## src/core/pcf_pkg.sv

```systemverilog
// pcf_pkg: constants and types of the configuration port logic.
// assumes a 50 MHz core clock and 8-bit host data.
package pcf_pkg;

   // ***************************************************
   // timing
   // ***************************************************
   localparam int CLK_MHZ = 50;
   localparam int POWERUP_BLOCK_US = 500;
   localparam int POWERUP_BLOCK_CYCLES = POWERUP_BLOCK_US * CLK_MHZ;
   localparam logic [1:0] STRAP_SETTLE = 2'h3;

   // ***************************************************
   // keys and pointers
   // ***************************************************
   localparam logic [7:0] KEY_ENTER = 8'h55;
   localparam logic [7:0] KEY_EXIT = 8'hAA;
   localparam logic [15:0] DATA_PORT_OFFSET = 16'h0001;
   localparam logic [7:0] PTR_CONFIG_CONTROL = 8'h02;
   localparam logic [7:0] PTR_POINTER_READBACK = 8'h03;
   localparam logic [7:0] PTR_DEVICE_SELECTOR = 8'h07;
   localparam logic [7:0] PTR_CHIP_IDENTITY = 8'h20;
   localparam logic [7:0] PTR_CHIP_REVISION = 8'h21;
   localparam logic [7:0] PTR_POWER_CONTROL = 8'h22;
   localparam logic [7:0] PTR_POWER_MANAGEMENT = 8'h23;
   localparam logic [7:0] PTR_OSCILLATOR_CONTROL = 8'h24;
   localparam logic [7:0] PTR_KEY_PORT_ADDR_LOW = 8'h26;
   localparam logic [7:0] PTR_KEY_PORT_ADDR_HIGH = 8'h27;
   localparam logic [7:0] PTR_CLOCK_MASK = 8'h28;
   localparam logic [7:0] PTR_FACTORY_TEST_ONE = 8'h2D;
   localparam logic [7:0] PTR_FACTORY_TEST_TWO = 8'h2E;
   localparam logic [7:0] PTR_FACTORY_TEST_THREE = 8'h2F;
   localparam logic [7:0] PTR_DEVICE_FIRST = 8'h30;
   localparam logic [7:0] PTR_FLOPPY_ACTIVATE = 8'h30;
   localparam logic [7:0] PTR_FLOPPY_BASE_HIGH = 8'h60;
   localparam logic [7:0] PTR_FLOPPY_BASE_LOW = 8'h61;
   localparam logic [7:0] PTR_FLOPPY_IRQ_SELECT = 8'h70;
   localparam logic [7:0] PTR_FLOPPY_DMA_SELECT = 8'h74;
   localparam logic [7:0] PTR_FLOPPY_MODE = 8'hF0;
   localparam logic [7:0] PTR_FLOPPY_OPTION = 8'hF1;
   localparam logic [7:0] PTR_FLOPPY_DRIVE_TYPE = 8'hF2;
   localparam logic [7:0] PTR_FLOPPY_DRIVE_ZERO = 8'hF4;
   localparam logic [7:0] PTR_FLOPPY_DRIVE_ONE = 8'hF5;
   localparam logic [7:0] FLOPPY_DEVICE = 8'h00;
   localparam int SOFT_RESET_BIT = 0;

   // ***************************************************
   // reset values
   // ***************************************************
   localparam logic [7:0] RST_POINTER = 8'h00;
   localparam logic [7:0] RST_POINTER_READBACK = 8'h03;
   localparam logic [7:0] RST_ZERO = 8'h00;
   localparam logic [7:0] RST_OSCILLATOR_CONTROL = 8'h04;
   localparam logic [7:0] RST_KEY_LOW_STRAP0 = 8'hF0;
   localparam logic [7:0] RST_KEY_LOW_STRAP1 = 8'h70;
   localparam logic [7:0] RST_KEY_HIGH = 8'h03;
   localparam logic [7:0] RST_FLOPPY_BASE_HIGH = 8'h03;
   localparam logic [7:0] RST_FLOPPY_BASE_LOW = 8'hF0;
   localparam logic [7:0] RST_FLOPPY_IRQ_SELECT = 8'h06;
   localparam logic [7:0] RST_FLOPPY_DMA_SELECT = 8'h02;
   localparam logic [7:0] RST_FLOPPY_MODE = 8'h0E;
   localparam logic [7:0] RST_FLOPPY_DRIVE_TYPE = 8'hFF;

   // two states only
   typedef enum logic {PCF_RUN, PCF_CONFIG} pcf_state_t;

endpackage : pcf_pkg

```

## src/core/pcf_ctl_if.sv

```systemverilog
// pcf_ctl_if: reset, strap and power-up blocking signals.
// assumes one clock shared by both ends.
`timescale 1ns/100ps
interface pcf_ctl_if;
   logic hard_reset;
   logic strap_load;
   logic strap_value;
   logic host_blocked;
   modport guard (output hard_reset, output strap_load, output strap_value,
      output host_blocked);
   modport core (input hard_reset, input strap_load, input strap_value,
      input host_blocked);
endinterface : pcf_ctl_if

```

## src/core/pcf_reset_guard.sv

```systemverilog
// pcf_reset_guard: synchronises the hard reset and strap pins, catches
// the strap, and blocks host access after power-on.
// assumes rst is the main-supply power-on reset.
`timescale 1ns/100ps
module pcf_reset_guard #(
   parameter int POWERUP_CYCLES = pcf_pkg::POWERUP_BLOCK_CYCLES
) (
   // clock and reset
   input wire logic clk,
   input wire logic rst,
   // pins
   input wire logic host_hard_reset_in,
   input wire logic strap_pin,
   // to the core
   pcf_ctl_if.guard ctl
);
   logic [1:0] hard_sync;
   logic [1:0] strap_sync;
   logic [1:0] settle;
   logic [15:0] block_cnt;

   // two-flop synchronisers
   always_ff @(posedge clk or posedge rst) begin
      if (rst) begin
         hard_sync <= 2'h0;
         strap_sync <= 2'h0;
      end else begin
         hard_sync <= {hard_sync[0], host_hard_reset_in};
         strap_sync <= {strap_sync[0], strap_pin};
      end
   end

   // hard reset level and strap catch on power-on release or reset fall
   always_ff @(posedge clk or posedge rst) begin
      if (rst) begin
         ctl.hard_reset <= 1'b0;
         ctl.strap_load <= 1'b0;
         ctl.strap_value <= 1'b0;
         settle <= 2'h0;
      end else begin
         ctl.hard_reset <= hard_sync[1];
         if (settle != pcf_pkg::STRAP_SETTLE) begin
            settle <= settle + 2'h1;
         end
         ctl.strap_load <= (settle == pcf_pkg::STRAP_SETTLE - 2'h1) ||
            (ctl.hard_reset && !hard_sync[1]);
         ctl.strap_value <= strap_sync[1];
      end
   end

   // host accesses held off after power-on
   always_ff @(posedge clk or posedge rst) begin
      if (rst) begin
         block_cnt <= 16'(POWERUP_CYCLES);
         ctl.host_blocked <= 1'b1;
      end else begin
         if (block_cnt != 16'h0000) begin
            block_cnt <= block_cnt - 16'h0001;
         end
         ctl.host_blocked <= (block_cnt > 16'h0001);
      end
   end

endmodule : pcf_reset_guard

```

## src/core/pcf_config_port.sv

```systemverilog
// pcf_config_port: key, index and data port logic with the global and
// floppy function configuration registers.
// assumes host bus strobes are synchronous one-cycle pulses on clk.
//
// Operation
// - a single write of 0x55 to the key port enters configuration
// - index and data ports respond only in configuration state
// - writing 0xAA to the key port while configuring returns to run
// - only run and configuration states; run accepts the entry key unless aen, the power-up block or hard reset is active
// - index port sits at the key address, data port at key address plus one
// - pointer 0x07 then data write latches the logical device selector
// - pointer write then data access reaches that register of the device
// - global registers reachable whatever the selector holds
// - bit 0 written to pointer 0x02 soft-resets registers that have soft defaults
// - power-on or host hard reset loads every hard default
// - all host accesses ignored for 500 us after power-on
// - identity and revision at 0x20 and 0x21 are fixed read-only codes
// - key address resets to strap-chosen low byte and 0x03; soft reset keeps it
// - floppy activate 0x00, base 0x03 high 0xF0 low, on hard and soft reset
// - strap caught at hard reset fall or power-on release
// - after hard reset the device is in run state with devices disabled
`timescale 1ns/100ps
module pcf_config_port #(
   parameter int POWERUP_CYCLES = pcf_pkg::POWERUP_BLOCK_CYCLES,
   parameter logic [7:0] CHIP_IDENTITY = 8'h5A, // arbitrary value
   parameter logic [7:0] CHIP_REVISION = 8'hA7 // arbitrary value
) (
   // clock and power-on reset
   input wire logic clk,
   input wire logic rst,
   // pins
   input wire logic host_hard_reset_in,
   input wire logic strap_pin,
   // host i/o bus
   input wire logic [15:0] io_addr,
   input wire logic io_aen,
   input wire logic io_wr,
   input wire logic io_rd,
   input wire logic [7:0] io_wdata,
   output logic [7:0] io_rdata,
   output logic io_rdata_oe,
   // status
   output logic config_active,
   output logic host_blocked,
   // floppy function configuration
   output logic floppy_enable,
   output logic [7:0] floppy_base_high,
   output logic [7:0] floppy_base_low,
   output logic [7:0] floppy_irq_select,
   output logic [7:0] floppy_dma_select
);

   // ********************
   // declarations
   // ********************
   pcf_ctl_if ctl ();
   pcf_pkg::pcf_state_t state;
   logic [7:0] pointer, device_selector, pointer_readback, power_control, power_management;
   logic [7:0] oscillator_control, key_port_addr_low, key_port_addr_high, clock_mask;
   logic [7:0] factory_test_one, factory_test_two, factory_test_three, floppy_activate;
   logic [7:0] floppy_mode, floppy_option, floppy_drive_type, floppy_drive_zero;
   logic [7:0] floppy_drive_one, next_rdata;
   logic [15:0] key_addr;
   logic bus_ok, key_hit, data_hit, configuring, key_wr, ptr_wr, data_wr, data_rd;
   logic ptr_rd, soft_reset, floppy_sel;

   // address compare used by both port decoders
   function automatic logic port_hit(input logic [15:0] addr,
      input logic [15:0] base, input logic [15:0] offset);
      port_hit = (addr == 16'(base + offset));
   endfunction : port_hit

   // reset, strap and power-up guard
   pcf_reset_guard #(
      .POWERUP_CYCLES(POWERUP_CYCLES)
   ) u_guard (
      .clk(clk),
      .rst(rst),
      .host_hard_reset_in(host_hard_reset_in),
      .strap_pin(strap_pin),
      .ctl(ctl.guard)
   );

   // ********************
   // port decode
   // ********************

   // accesses qualified by aen and the power-up block
   assign key_addr = {key_port_addr_high, key_port_addr_low};
   assign bus_ok = !io_aen && !ctl.host_blocked;
   assign key_hit = port_hit(io_addr, key_addr, 16'h0000);
   assign data_hit = port_hit(io_addr, key_addr, pcf_pkg::DATA_PORT_OFFSET);
   assign configuring = (state == pcf_pkg::PCF_CONFIG);
   assign key_wr = io_wr && bus_ok && key_hit;
   assign ptr_wr = key_wr && configuring && (io_wdata != pcf_pkg::KEY_EXIT);
   assign data_wr = io_wr && bus_ok && data_hit && configuring;
   assign data_rd = io_rd && bus_ok && data_hit && configuring;
   assign ptr_rd = io_rd && bus_ok && key_hit && configuring;
   assign soft_reset = data_wr && (pointer == pcf_pkg::PTR_CONFIG_CONTROL) &&
      io_wdata[pcf_pkg::SOFT_RESET_BIT];
   assign floppy_sel = (device_selector == pcf_pkg::FLOPPY_DEVICE) &&
      (pointer >= pcf_pkg::PTR_DEVICE_FIRST);

   // ********************
   // state machine
   // ********************

   // run and configuration, switched by key port writes
   always_ff @(posedge clk or posedge rst) begin
      if (rst) begin
         state <= pcf_pkg::PCF_RUN;
      end else if (ctl.hard_reset) begin
         state <= pcf_pkg::PCF_RUN;
      end else begin
         unique case (state)
            pcf_pkg::PCF_RUN: begin
               if (key_wr && io_wdata == pcf_pkg::KEY_ENTER) begin
                  state <= pcf_pkg::PCF_CONFIG;
               end
            end
            pcf_pkg::PCF_CONFIG: begin
               if (key_wr && io_wdata == pcf_pkg::KEY_EXIT) begin
                  state <= pcf_pkg::PCF_RUN;
               end
            end
         endcase
      end
   end

   // index pointer written through the index port
   always_ff @(posedge clk or posedge rst) begin
      if (rst) begin
         pointer <= pcf_pkg::RST_POINTER;
      end else if (ctl.hard_reset) begin
         pointer <= pcf_pkg::RST_POINTER;
      end else if (ptr_wr) begin
         pointer <= io_wdata;
      end
   end

   // ********************
   // global registers
   // ********************

   // logical device selector
   always_ff @(posedge clk or posedge rst) begin
      if (rst) begin
         device_selector <= pcf_pkg::RST_ZERO;
      end else if (ctl.hard_reset || soft_reset) begin
         device_selector <= pcf_pkg::RST_ZERO;
      end else if (data_wr && pointer == pcf_pkg::PTR_DEVICE_SELECTOR) begin
         device_selector <= io_wdata;
      end
   end

   // key port address, strap chosen, untouched by soft reset
   always_ff @(posedge clk or posedge rst) begin
      if (rst) begin
         key_port_addr_low <= pcf_pkg::RST_KEY_LOW_STRAP0;
         key_port_addr_high <= pcf_pkg::RST_KEY_HIGH;
      end else if (ctl.strap_load) begin
         key_port_addr_low <= ctl.strap_value ? pcf_pkg::RST_KEY_LOW_STRAP1 :
            pcf_pkg::RST_KEY_LOW_STRAP0;
         key_port_addr_high <= pcf_pkg::RST_KEY_HIGH;
      end else if (ctl.hard_reset) begin
         key_port_addr_high <= pcf_pkg::RST_KEY_HIGH;
      end else if (data_wr) begin
         if (pointer == pcf_pkg::PTR_KEY_PORT_ADDR_LOW) begin
            key_port_addr_low <= io_wdata;
         end
         if (pointer == pcf_pkg::PTR_KEY_PORT_ADDR_HIGH) begin
            key_port_addr_high <= io_wdata;
         end
      end
   end

   // registers with a soft default
   always_ff @(posedge clk or posedge rst) begin
      if (rst) begin
         power_control <= pcf_pkg::RST_ZERO;
         clock_mask <= pcf_pkg::RST_ZERO;
      end else if (ctl.hard_reset || soft_reset) begin
         power_control <= pcf_pkg::RST_ZERO;
         clock_mask <= pcf_pkg::RST_ZERO;
      end else if (data_wr) begin
         if (pointer == pcf_pkg::PTR_POWER_CONTROL) begin
            power_control <= io_wdata;
         end
         if (pointer == pcf_pkg::PTR_CLOCK_MASK) begin
            clock_mask <= io_wdata;
         end
      end
   end

   // registers that soft reset leaves alone
   always_ff @(posedge clk or posedge rst) begin
      if (rst) begin
         pointer_readback <= pcf_pkg::RST_POINTER_READBACK;
         power_management <= pcf_pkg::RST_ZERO;
         oscillator_control <= pcf_pkg::RST_OSCILLATOR_CONTROL;
         factory_test_one <= pcf_pkg::RST_ZERO;
         factory_test_two <= pcf_pkg::RST_ZERO;
         factory_test_three <= pcf_pkg::RST_ZERO;
      end else if (ctl.hard_reset) begin
         pointer_readback <= pcf_pkg::RST_POINTER_READBACK;
         power_management <= pcf_pkg::RST_ZERO;
         oscillator_control <= pcf_pkg::RST_OSCILLATOR_CONTROL;
         factory_test_one <= pcf_pkg::RST_ZERO;
         factory_test_two <= pcf_pkg::RST_ZERO;
         factory_test_three <= pcf_pkg::RST_ZERO;
      end else if (data_wr) begin
         unique case (pointer)
            pcf_pkg::PTR_POINTER_READBACK: pointer_readback <= io_wdata;
            pcf_pkg::PTR_POWER_MANAGEMENT: power_management <= io_wdata;
            pcf_pkg::PTR_OSCILLATOR_CONTROL: oscillator_control <= io_wdata;
            pcf_pkg::PTR_FACTORY_TEST_ONE: factory_test_one <= io_wdata;
            pcf_pkg::PTR_FACTORY_TEST_TWO: factory_test_two <= io_wdata;
            pcf_pkg::PTR_FACTORY_TEST_THREE: factory_test_three <= io_wdata;
            default: ;
         endcase
      end
   end

   // ********************
   // floppy function registers
   // ********************

   // registers restored by both hard and soft reset
   always_ff @(posedge clk or posedge rst) begin
      if (rst) begin
         floppy_activate <= pcf_pkg::RST_ZERO;
         floppy_base_high <= pcf_pkg::RST_FLOPPY_BASE_HIGH;
         floppy_base_low <= pcf_pkg::RST_FLOPPY_BASE_LOW;
         floppy_irq_select <= pcf_pkg::RST_FLOPPY_IRQ_SELECT;
         floppy_dma_select <= pcf_pkg::RST_FLOPPY_DMA_SELECT;
      end else if (ctl.hard_reset || soft_reset) begin
         floppy_activate <= pcf_pkg::RST_ZERO;
         floppy_base_high <= pcf_pkg::RST_FLOPPY_BASE_HIGH;
         floppy_base_low <= pcf_pkg::RST_FLOPPY_BASE_LOW;
         floppy_irq_select <= pcf_pkg::RST_FLOPPY_IRQ_SELECT;
         floppy_dma_select <= pcf_pkg::RST_FLOPPY_DMA_SELECT;
      end else if (data_wr && floppy_sel) begin
         unique case (pointer)
            pcf_pkg::PTR_FLOPPY_ACTIVATE: floppy_activate <= io_wdata;
            pcf_pkg::PTR_FLOPPY_BASE_HIGH: floppy_base_high <= io_wdata;
            pcf_pkg::PTR_FLOPPY_BASE_LOW: floppy_base_low <= io_wdata;
            pcf_pkg::PTR_FLOPPY_IRQ_SELECT: floppy_irq_select <= io_wdata;
            pcf_pkg::PTR_FLOPPY_DMA_SELECT: floppy_dma_select <= io_wdata;
            default: ;
         endcase
      end
   end

   // mode registers, hard reset only
   always_ff @(posedge clk or posedge rst) begin
      if (rst) begin
         floppy_mode <= pcf_pkg::RST_FLOPPY_MODE;
         floppy_option <= pcf_pkg::RST_ZERO;
         floppy_drive_type <= pcf_pkg::RST_FLOPPY_DRIVE_TYPE;
         floppy_drive_zero <= pcf_pkg::RST_ZERO;
         floppy_drive_one <= pcf_pkg::RST_ZERO;
      end else if (ctl.hard_reset) begin
         floppy_mode <= pcf_pkg::RST_FLOPPY_MODE;
         floppy_option <= pcf_pkg::RST_ZERO;
         floppy_drive_type <= pcf_pkg::RST_FLOPPY_DRIVE_TYPE;
         floppy_drive_zero <= pcf_pkg::RST_ZERO;
         floppy_drive_one <= pcf_pkg::RST_ZERO;
      end else if (data_wr && floppy_sel) begin
         unique case (pointer)
            pcf_pkg::PTR_FLOPPY_MODE: floppy_mode <= io_wdata;
            pcf_pkg::PTR_FLOPPY_OPTION: floppy_option <= io_wdata;
            pcf_pkg::PTR_FLOPPY_DRIVE_TYPE: floppy_drive_type <= io_wdata;
            pcf_pkg::PTR_FLOPPY_DRIVE_ZERO: floppy_drive_zero <= io_wdata;
            pcf_pkg::PTR_FLOPPY_DRIVE_ONE: floppy_drive_one <= io_wdata;
            default: ;
         endcase
      end
   end

   // ********************
   // read path
   // ********************

   // data port read mux; unmapped and write-only read as zero
   always_comb begin
      next_rdata = 8'h00;
      if (pointer < pcf_pkg::PTR_DEVICE_FIRST) begin
         unique case (pointer)
            pcf_pkg::PTR_POINTER_READBACK: next_rdata = pointer_readback;
            pcf_pkg::PTR_DEVICE_SELECTOR: next_rdata = device_selector;
            pcf_pkg::PTR_CHIP_IDENTITY: next_rdata = CHIP_IDENTITY;
            pcf_pkg::PTR_CHIP_REVISION: next_rdata = CHIP_REVISION;
            pcf_pkg::PTR_POWER_CONTROL: next_rdata = power_control;
            pcf_pkg::PTR_POWER_MANAGEMENT: next_rdata = power_management;
            pcf_pkg::PTR_OSCILLATOR_CONTROL: next_rdata = oscillator_control;
            pcf_pkg::PTR_KEY_PORT_ADDR_LOW: next_rdata = key_port_addr_low;
            pcf_pkg::PTR_KEY_PORT_ADDR_HIGH: next_rdata = key_port_addr_high;
            pcf_pkg::PTR_CLOCK_MASK: next_rdata = clock_mask;
            pcf_pkg::PTR_FACTORY_TEST_ONE: next_rdata = factory_test_one;
            pcf_pkg::PTR_FACTORY_TEST_TWO: next_rdata = factory_test_two;
            pcf_pkg::PTR_FACTORY_TEST_THREE: next_rdata = factory_test_three;
            default: next_rdata = 8'h00;
         endcase
      end else if (floppy_sel) begin
         unique case (pointer)
            pcf_pkg::PTR_FLOPPY_ACTIVATE: next_rdata = floppy_activate;
            pcf_pkg::PTR_FLOPPY_BASE_HIGH: next_rdata = floppy_base_high;
            pcf_pkg::PTR_FLOPPY_BASE_LOW: next_rdata = floppy_base_low;
            pcf_pkg::PTR_FLOPPY_IRQ_SELECT: next_rdata = floppy_irq_select;
            pcf_pkg::PTR_FLOPPY_DMA_SELECT: next_rdata = floppy_dma_select;
            pcf_pkg::PTR_FLOPPY_MODE: next_rdata = floppy_mode;
            pcf_pkg::PTR_FLOPPY_OPTION: next_rdata = floppy_option;
            pcf_pkg::PTR_FLOPPY_DRIVE_TYPE: next_rdata = floppy_drive_type;
            pcf_pkg::PTR_FLOPPY_DRIVE_ZERO: next_rdata = floppy_drive_zero;
            pcf_pkg::PTR_FLOPPY_DRIVE_ONE: next_rdata = floppy_drive_one;
            default: next_rdata = 8'h00;
         endcase
      end
   end

   // read data registered, driven for one cycle
   always_ff @(posedge clk or posedge rst) begin
      if (rst) begin
         io_rdata <= 8'h00;
         io_rdata_oe <= 1'b0;
      end else begin
         io_rdata_oe <= data_rd || ptr_rd;
         io_rdata <= data_rd ? next_rdata : (ptr_rd ? pointer : 8'h00);
      end
   end

   // ********************
   // status outputs
   // ********************

   // registered copies of state and blocking
   always_ff @(posedge clk or posedge rst) begin
      if (rst) begin
         config_active <= 1'b0;
         host_blocked <= 1'b1;
         floppy_enable <= 1'b0;
      end else begin
         config_active <= configuring && !ctl.hard_reset;
         host_blocked <= ctl.host_blocked;
         floppy_enable <= floppy_activate[0] && !soft_reset && !ctl.hard_reset;
      end
   end

endmodule : pcf_config_port

```

## config.mk

```make
export PLATFORM = sky130hd
export DESIGN_NAME = pcf_config_port
export DESIGN_NICKNAME = d
export VERILOG_FILES = /design/src/core/pcf_pkg.sv /design/src/core/pcf_ctl_if.sv /design/src/core/pcf_reset_guard.sv /design/src/core/pcf_config_port.sv
export SDC_FILE = /design/constraint.sdc
export NUM_CORES = 1
export LEC_CHECK = 0
export ABC_AREA = 1
export BUFFER_PORTS_ARGS = -buffer_cell sky130_fd_sc_hd__buf_4
export CAP_MARGIN = 40
export CORE_MARGIN = 8
export CORE_UTILIZATION = 60
export CTS_CLUSTER_DIAMETER = 50
export DETAILED_ROUTE_END_ITERATION = 10
export PLACE_DENSITY_LB_ADDON = 0.2
export SLEW_MARGIN = 25
export SYNTH_ARGS = -nofsm -noshare
export SYNTH_HDL_FRONTEND = slang
export SYNTH_HIERARCHICAL = 1
export SYNTH_SLANG_ARGS = --single-unit
```

## constraint.sdc

```tcl
create_clock -name clk -period 17 [get_ports clk]
set_clock_uncertainty 0.05 [all_clocks]
set_input_delay 0.85 -clock clk [delete_from_list [all_inputs] [get_ports clk]]
set_output_delay 0.85 -clock clk [all_outputs]
set_load 0.03 [all_outputs]
```

==> run metrics <==
status=completed; routing usage on met3=6.72%; GR peak layer=met2; number of synthesized flops with an enable pin=0; Multi-input gate area=0.00577 mm2; fin crit period=3260 ps; Ys Warns=6; Setup TNS=0 ps; Die Height=157 um; largest net degree at the start of global routing=84; largest driver fanout on the critical path=43; RSZ-0062 raised after global routing=no; Clock Path Buffers=3; critical path required time=17430 ps; Crit path buffers/inverters=2; crit-path cells=ha_1 -> nand3_1 -> nor2_4 -> nand2_1 -> nand2_1 -> nand2_1 -> nor2_2 -> nand3_1 -> nor2_1 -> nand3_1 -> nand2_1 -> buf_8 -> nand2_1 -> buf_4 -> nand2_1 -> nand2_1 -> nand2_1; Area Growth Syn to Fin=15.0%; clk sinks=215; post-CTS resize count=0; global-route wire length before repair=56600 um; final-layout fill cell count=1611; dpl cell area=0.0127 mm2; Slew HR=42.3%; worst slew pin tran=865 ps; synth unique cells=50; Worst-path clk slew=60 ps; die area=0.0247 mm2; Worst VDD drop=0.0000776 V; Max Freq=0.307 GHz; initial core utilization=61.3%; max reg flops=16; clk root buf=clkbuf_16; cell accounting for the most synthesized area=dfrtp_1; syn avg cell area=7.41 um2; Post-CTS Setup Inserts=0; initial antenna violation count=0; Avg WL per Cell=18.1 um; slowest cell on the critical path=dfrtp_1; Port Buffers=74; layout cells sized above 1=15.1%; dpl hpwl=25700 um; dpl cells=1926; critical path class=reg2reg; Ant. Diodes=0; post-synth top area share=37.3%; Top reg by flops=u_guard/block_cnt; post-route ant nets=0; # hold bufs at CTS=0; #FFs+latches synth=215; Core Box Area=0.0195 mm2; DR iter-0 viols=1353; most common cell after layout, fill and taps aside=nand2_1; drt pass-1 iters=7; Crit path arrival time=3700 ps; ranking of synthesized cells by area=dfrtp_1 37%, nand2_1 22%, dfstp_2 8.1%; Final setup viols=0; Post-Syn Area=0.0119 mm2; Syn Inst Count=1611; TritonCTS clock tree=yes; Synth async-reset ratio=100%; gpl congestion=0.975; crit-path max cell delay=490 ps; Residual DRC=0; Total GRT Usage=29.0%; Seq/Total Area, Yosys=45.5%; Ports=75; Lkg Pwr=7.55 nW; via count=11418; most frequent CP cell=nand2_1; Slew Limit Fails=0; Post-synth top flop=dfrtp_1; cell family with most CP delay=simple AND/OR/NAND/NOR gates; pwr/cell area=88.1 mW/mm2; vias per cell=5.77; CP Capture Type=flop; H-tree levels=1; non-filler cells, final=1979; worst skew pair latency=550 ps; Final Hold Vio Count=0; Synthesized Nets=1647; grt total ovfl=0; Max-Cap Viols=0; final WL=35900 um; Reg area=0.00543 mm2; most frequent cells in the layout=691 x nand2_1, 180 x nand3_1, 178 x dfrtp_1; Num CTS Buffers=27; row count=51; grt met1 use=39.8%; GR met2 Demand/Resource=43.8%; nets@finish=1729; crit path launch type=flop; Final Cell Area=0.0137 mm2; DIE WIDTH=157 um; worst hold path type=reg2reg; vias in the first global route=10662; Tcrit/Tclk final=19.2%; Final Core Density=70.5%; worst hold slack=294 ps
-- cells in the mapped netlist (3+ instances only) --
| cell type | n |
|---|---|
| nand2_1 | 691 |
| nand3b_1 | 4 |
| nand3_1 | 180 |
| buf_1 | 3 |
| o21ai_0 | 30 |
| xor2_1 | 8 |
| a211oi_1 | 6 |
| nor2_1 | 106 |
| nand2_4 | 6 |
| clkbuf_1 | 15 |
| dfstp_2 | 37 |
| xnor2_1 | 11 |
| nand4_1 | 53 |
| clkbuf_8 | 3 |
| buf_4 | 4 |
| clkinv_1 | 13 |
| a31oi_1 | 3 |
| nor3_1 | 11 |
| nor2_8 | 6 |
| nand3_4 | 4 |
| nor2_4 | 11 |
| nor4_1 | 7 |
| nor2_2 | 17 |
| a22o_1 | 5 |
| inv_2 | 8 |
| nand4_4 | 3 |
| ha_1 | 5 |
| inv_1 | 115 |
| o21ai_1 | 6 |
| a21oi_1 | 14 |
| buf_2 | 13 |
| o21ai_2 | 4 |
| dfrtp_1 | 178 |
| nand2_2 | 10 |
-- cells by family after synthesis --
kind of cell	count (synthesis)	synth area share, %
adder cells (fa/ha/maj)	5	0.524
XOR/XNOR	19	1.39
flip-flops	215	45.5
buffers and inverters	177	6.25
AO/OA/AOI/OAI	75	3.80
AND/OR/NAND/NOR	1120	42.5
-- per-stage QoR --
step           worst slack (ps)  power (mW)
2_1_floorplan             11010       0.608
3_3_place_gp              13650       0.640
3_5_place_dp              13710       0.642
4_1_cts                   13820        1.21
5_1_grt                   13440        1.25
6_report                  13740        1.21
-- path summary, 6_finish.rpt --
path | cells after the start | from | slack, ps | to
min in group asynchronous | 2 | rst | 320 | u_guard/strap_sync[1]
max in group asynchronous | 4 | rst | 15410 | floppy_drive_type[4]
setup / recovery | 17 | key_port_addr_low[1] | 13740 | floppy_base_high[0]
hold reg to reg | 0 | u_guard/strap_sync[0] | 290 | u_guard/strap_sync[1]
setup reg to reg | 17 | key_port_addr_low[1] | 13740 | floppy_base_high[0]
hold / removal | 0 | u_guard/strap_sync[0] | 290 | u_guard/strap_sync[1]
-- layer usage --
| metal | vias up | share of wire, % | routed length (um) |
|---|---|---|---|
| met5 | - | 0 | 0 |
| met4 | 0 | 4.4 | 1590 |
| met3 | 141 | 11 | 4080 |
| met2 | 656 | 44 | 15700 |
| met1 | 5284 | 41 | 14500 |
| li1 | 5337 | - | - |
-- cell type report --
type,instances,area share [%]
Multi-Input combinational cell,1219,42.0
Sequential cell,215,39.6
Timing Repair Buffer,93,5.55
Clock buffer,34,5.41
Inverter,137,3.82
Tap cell,265,2.42
Clock inverter,16,1.20
-- power breakdown --
| group | internal, mW | switching, mW |
|---|---|---|
| Sequential | 0.527 | 0.0108 |
| Clock | 0.333 | 0.237 |
| Combinational | 0.0270 | 0.0740 |
| Total | 0.887 | 0.322 |
No activity file was read; power rests on OpenSTA's default activity.
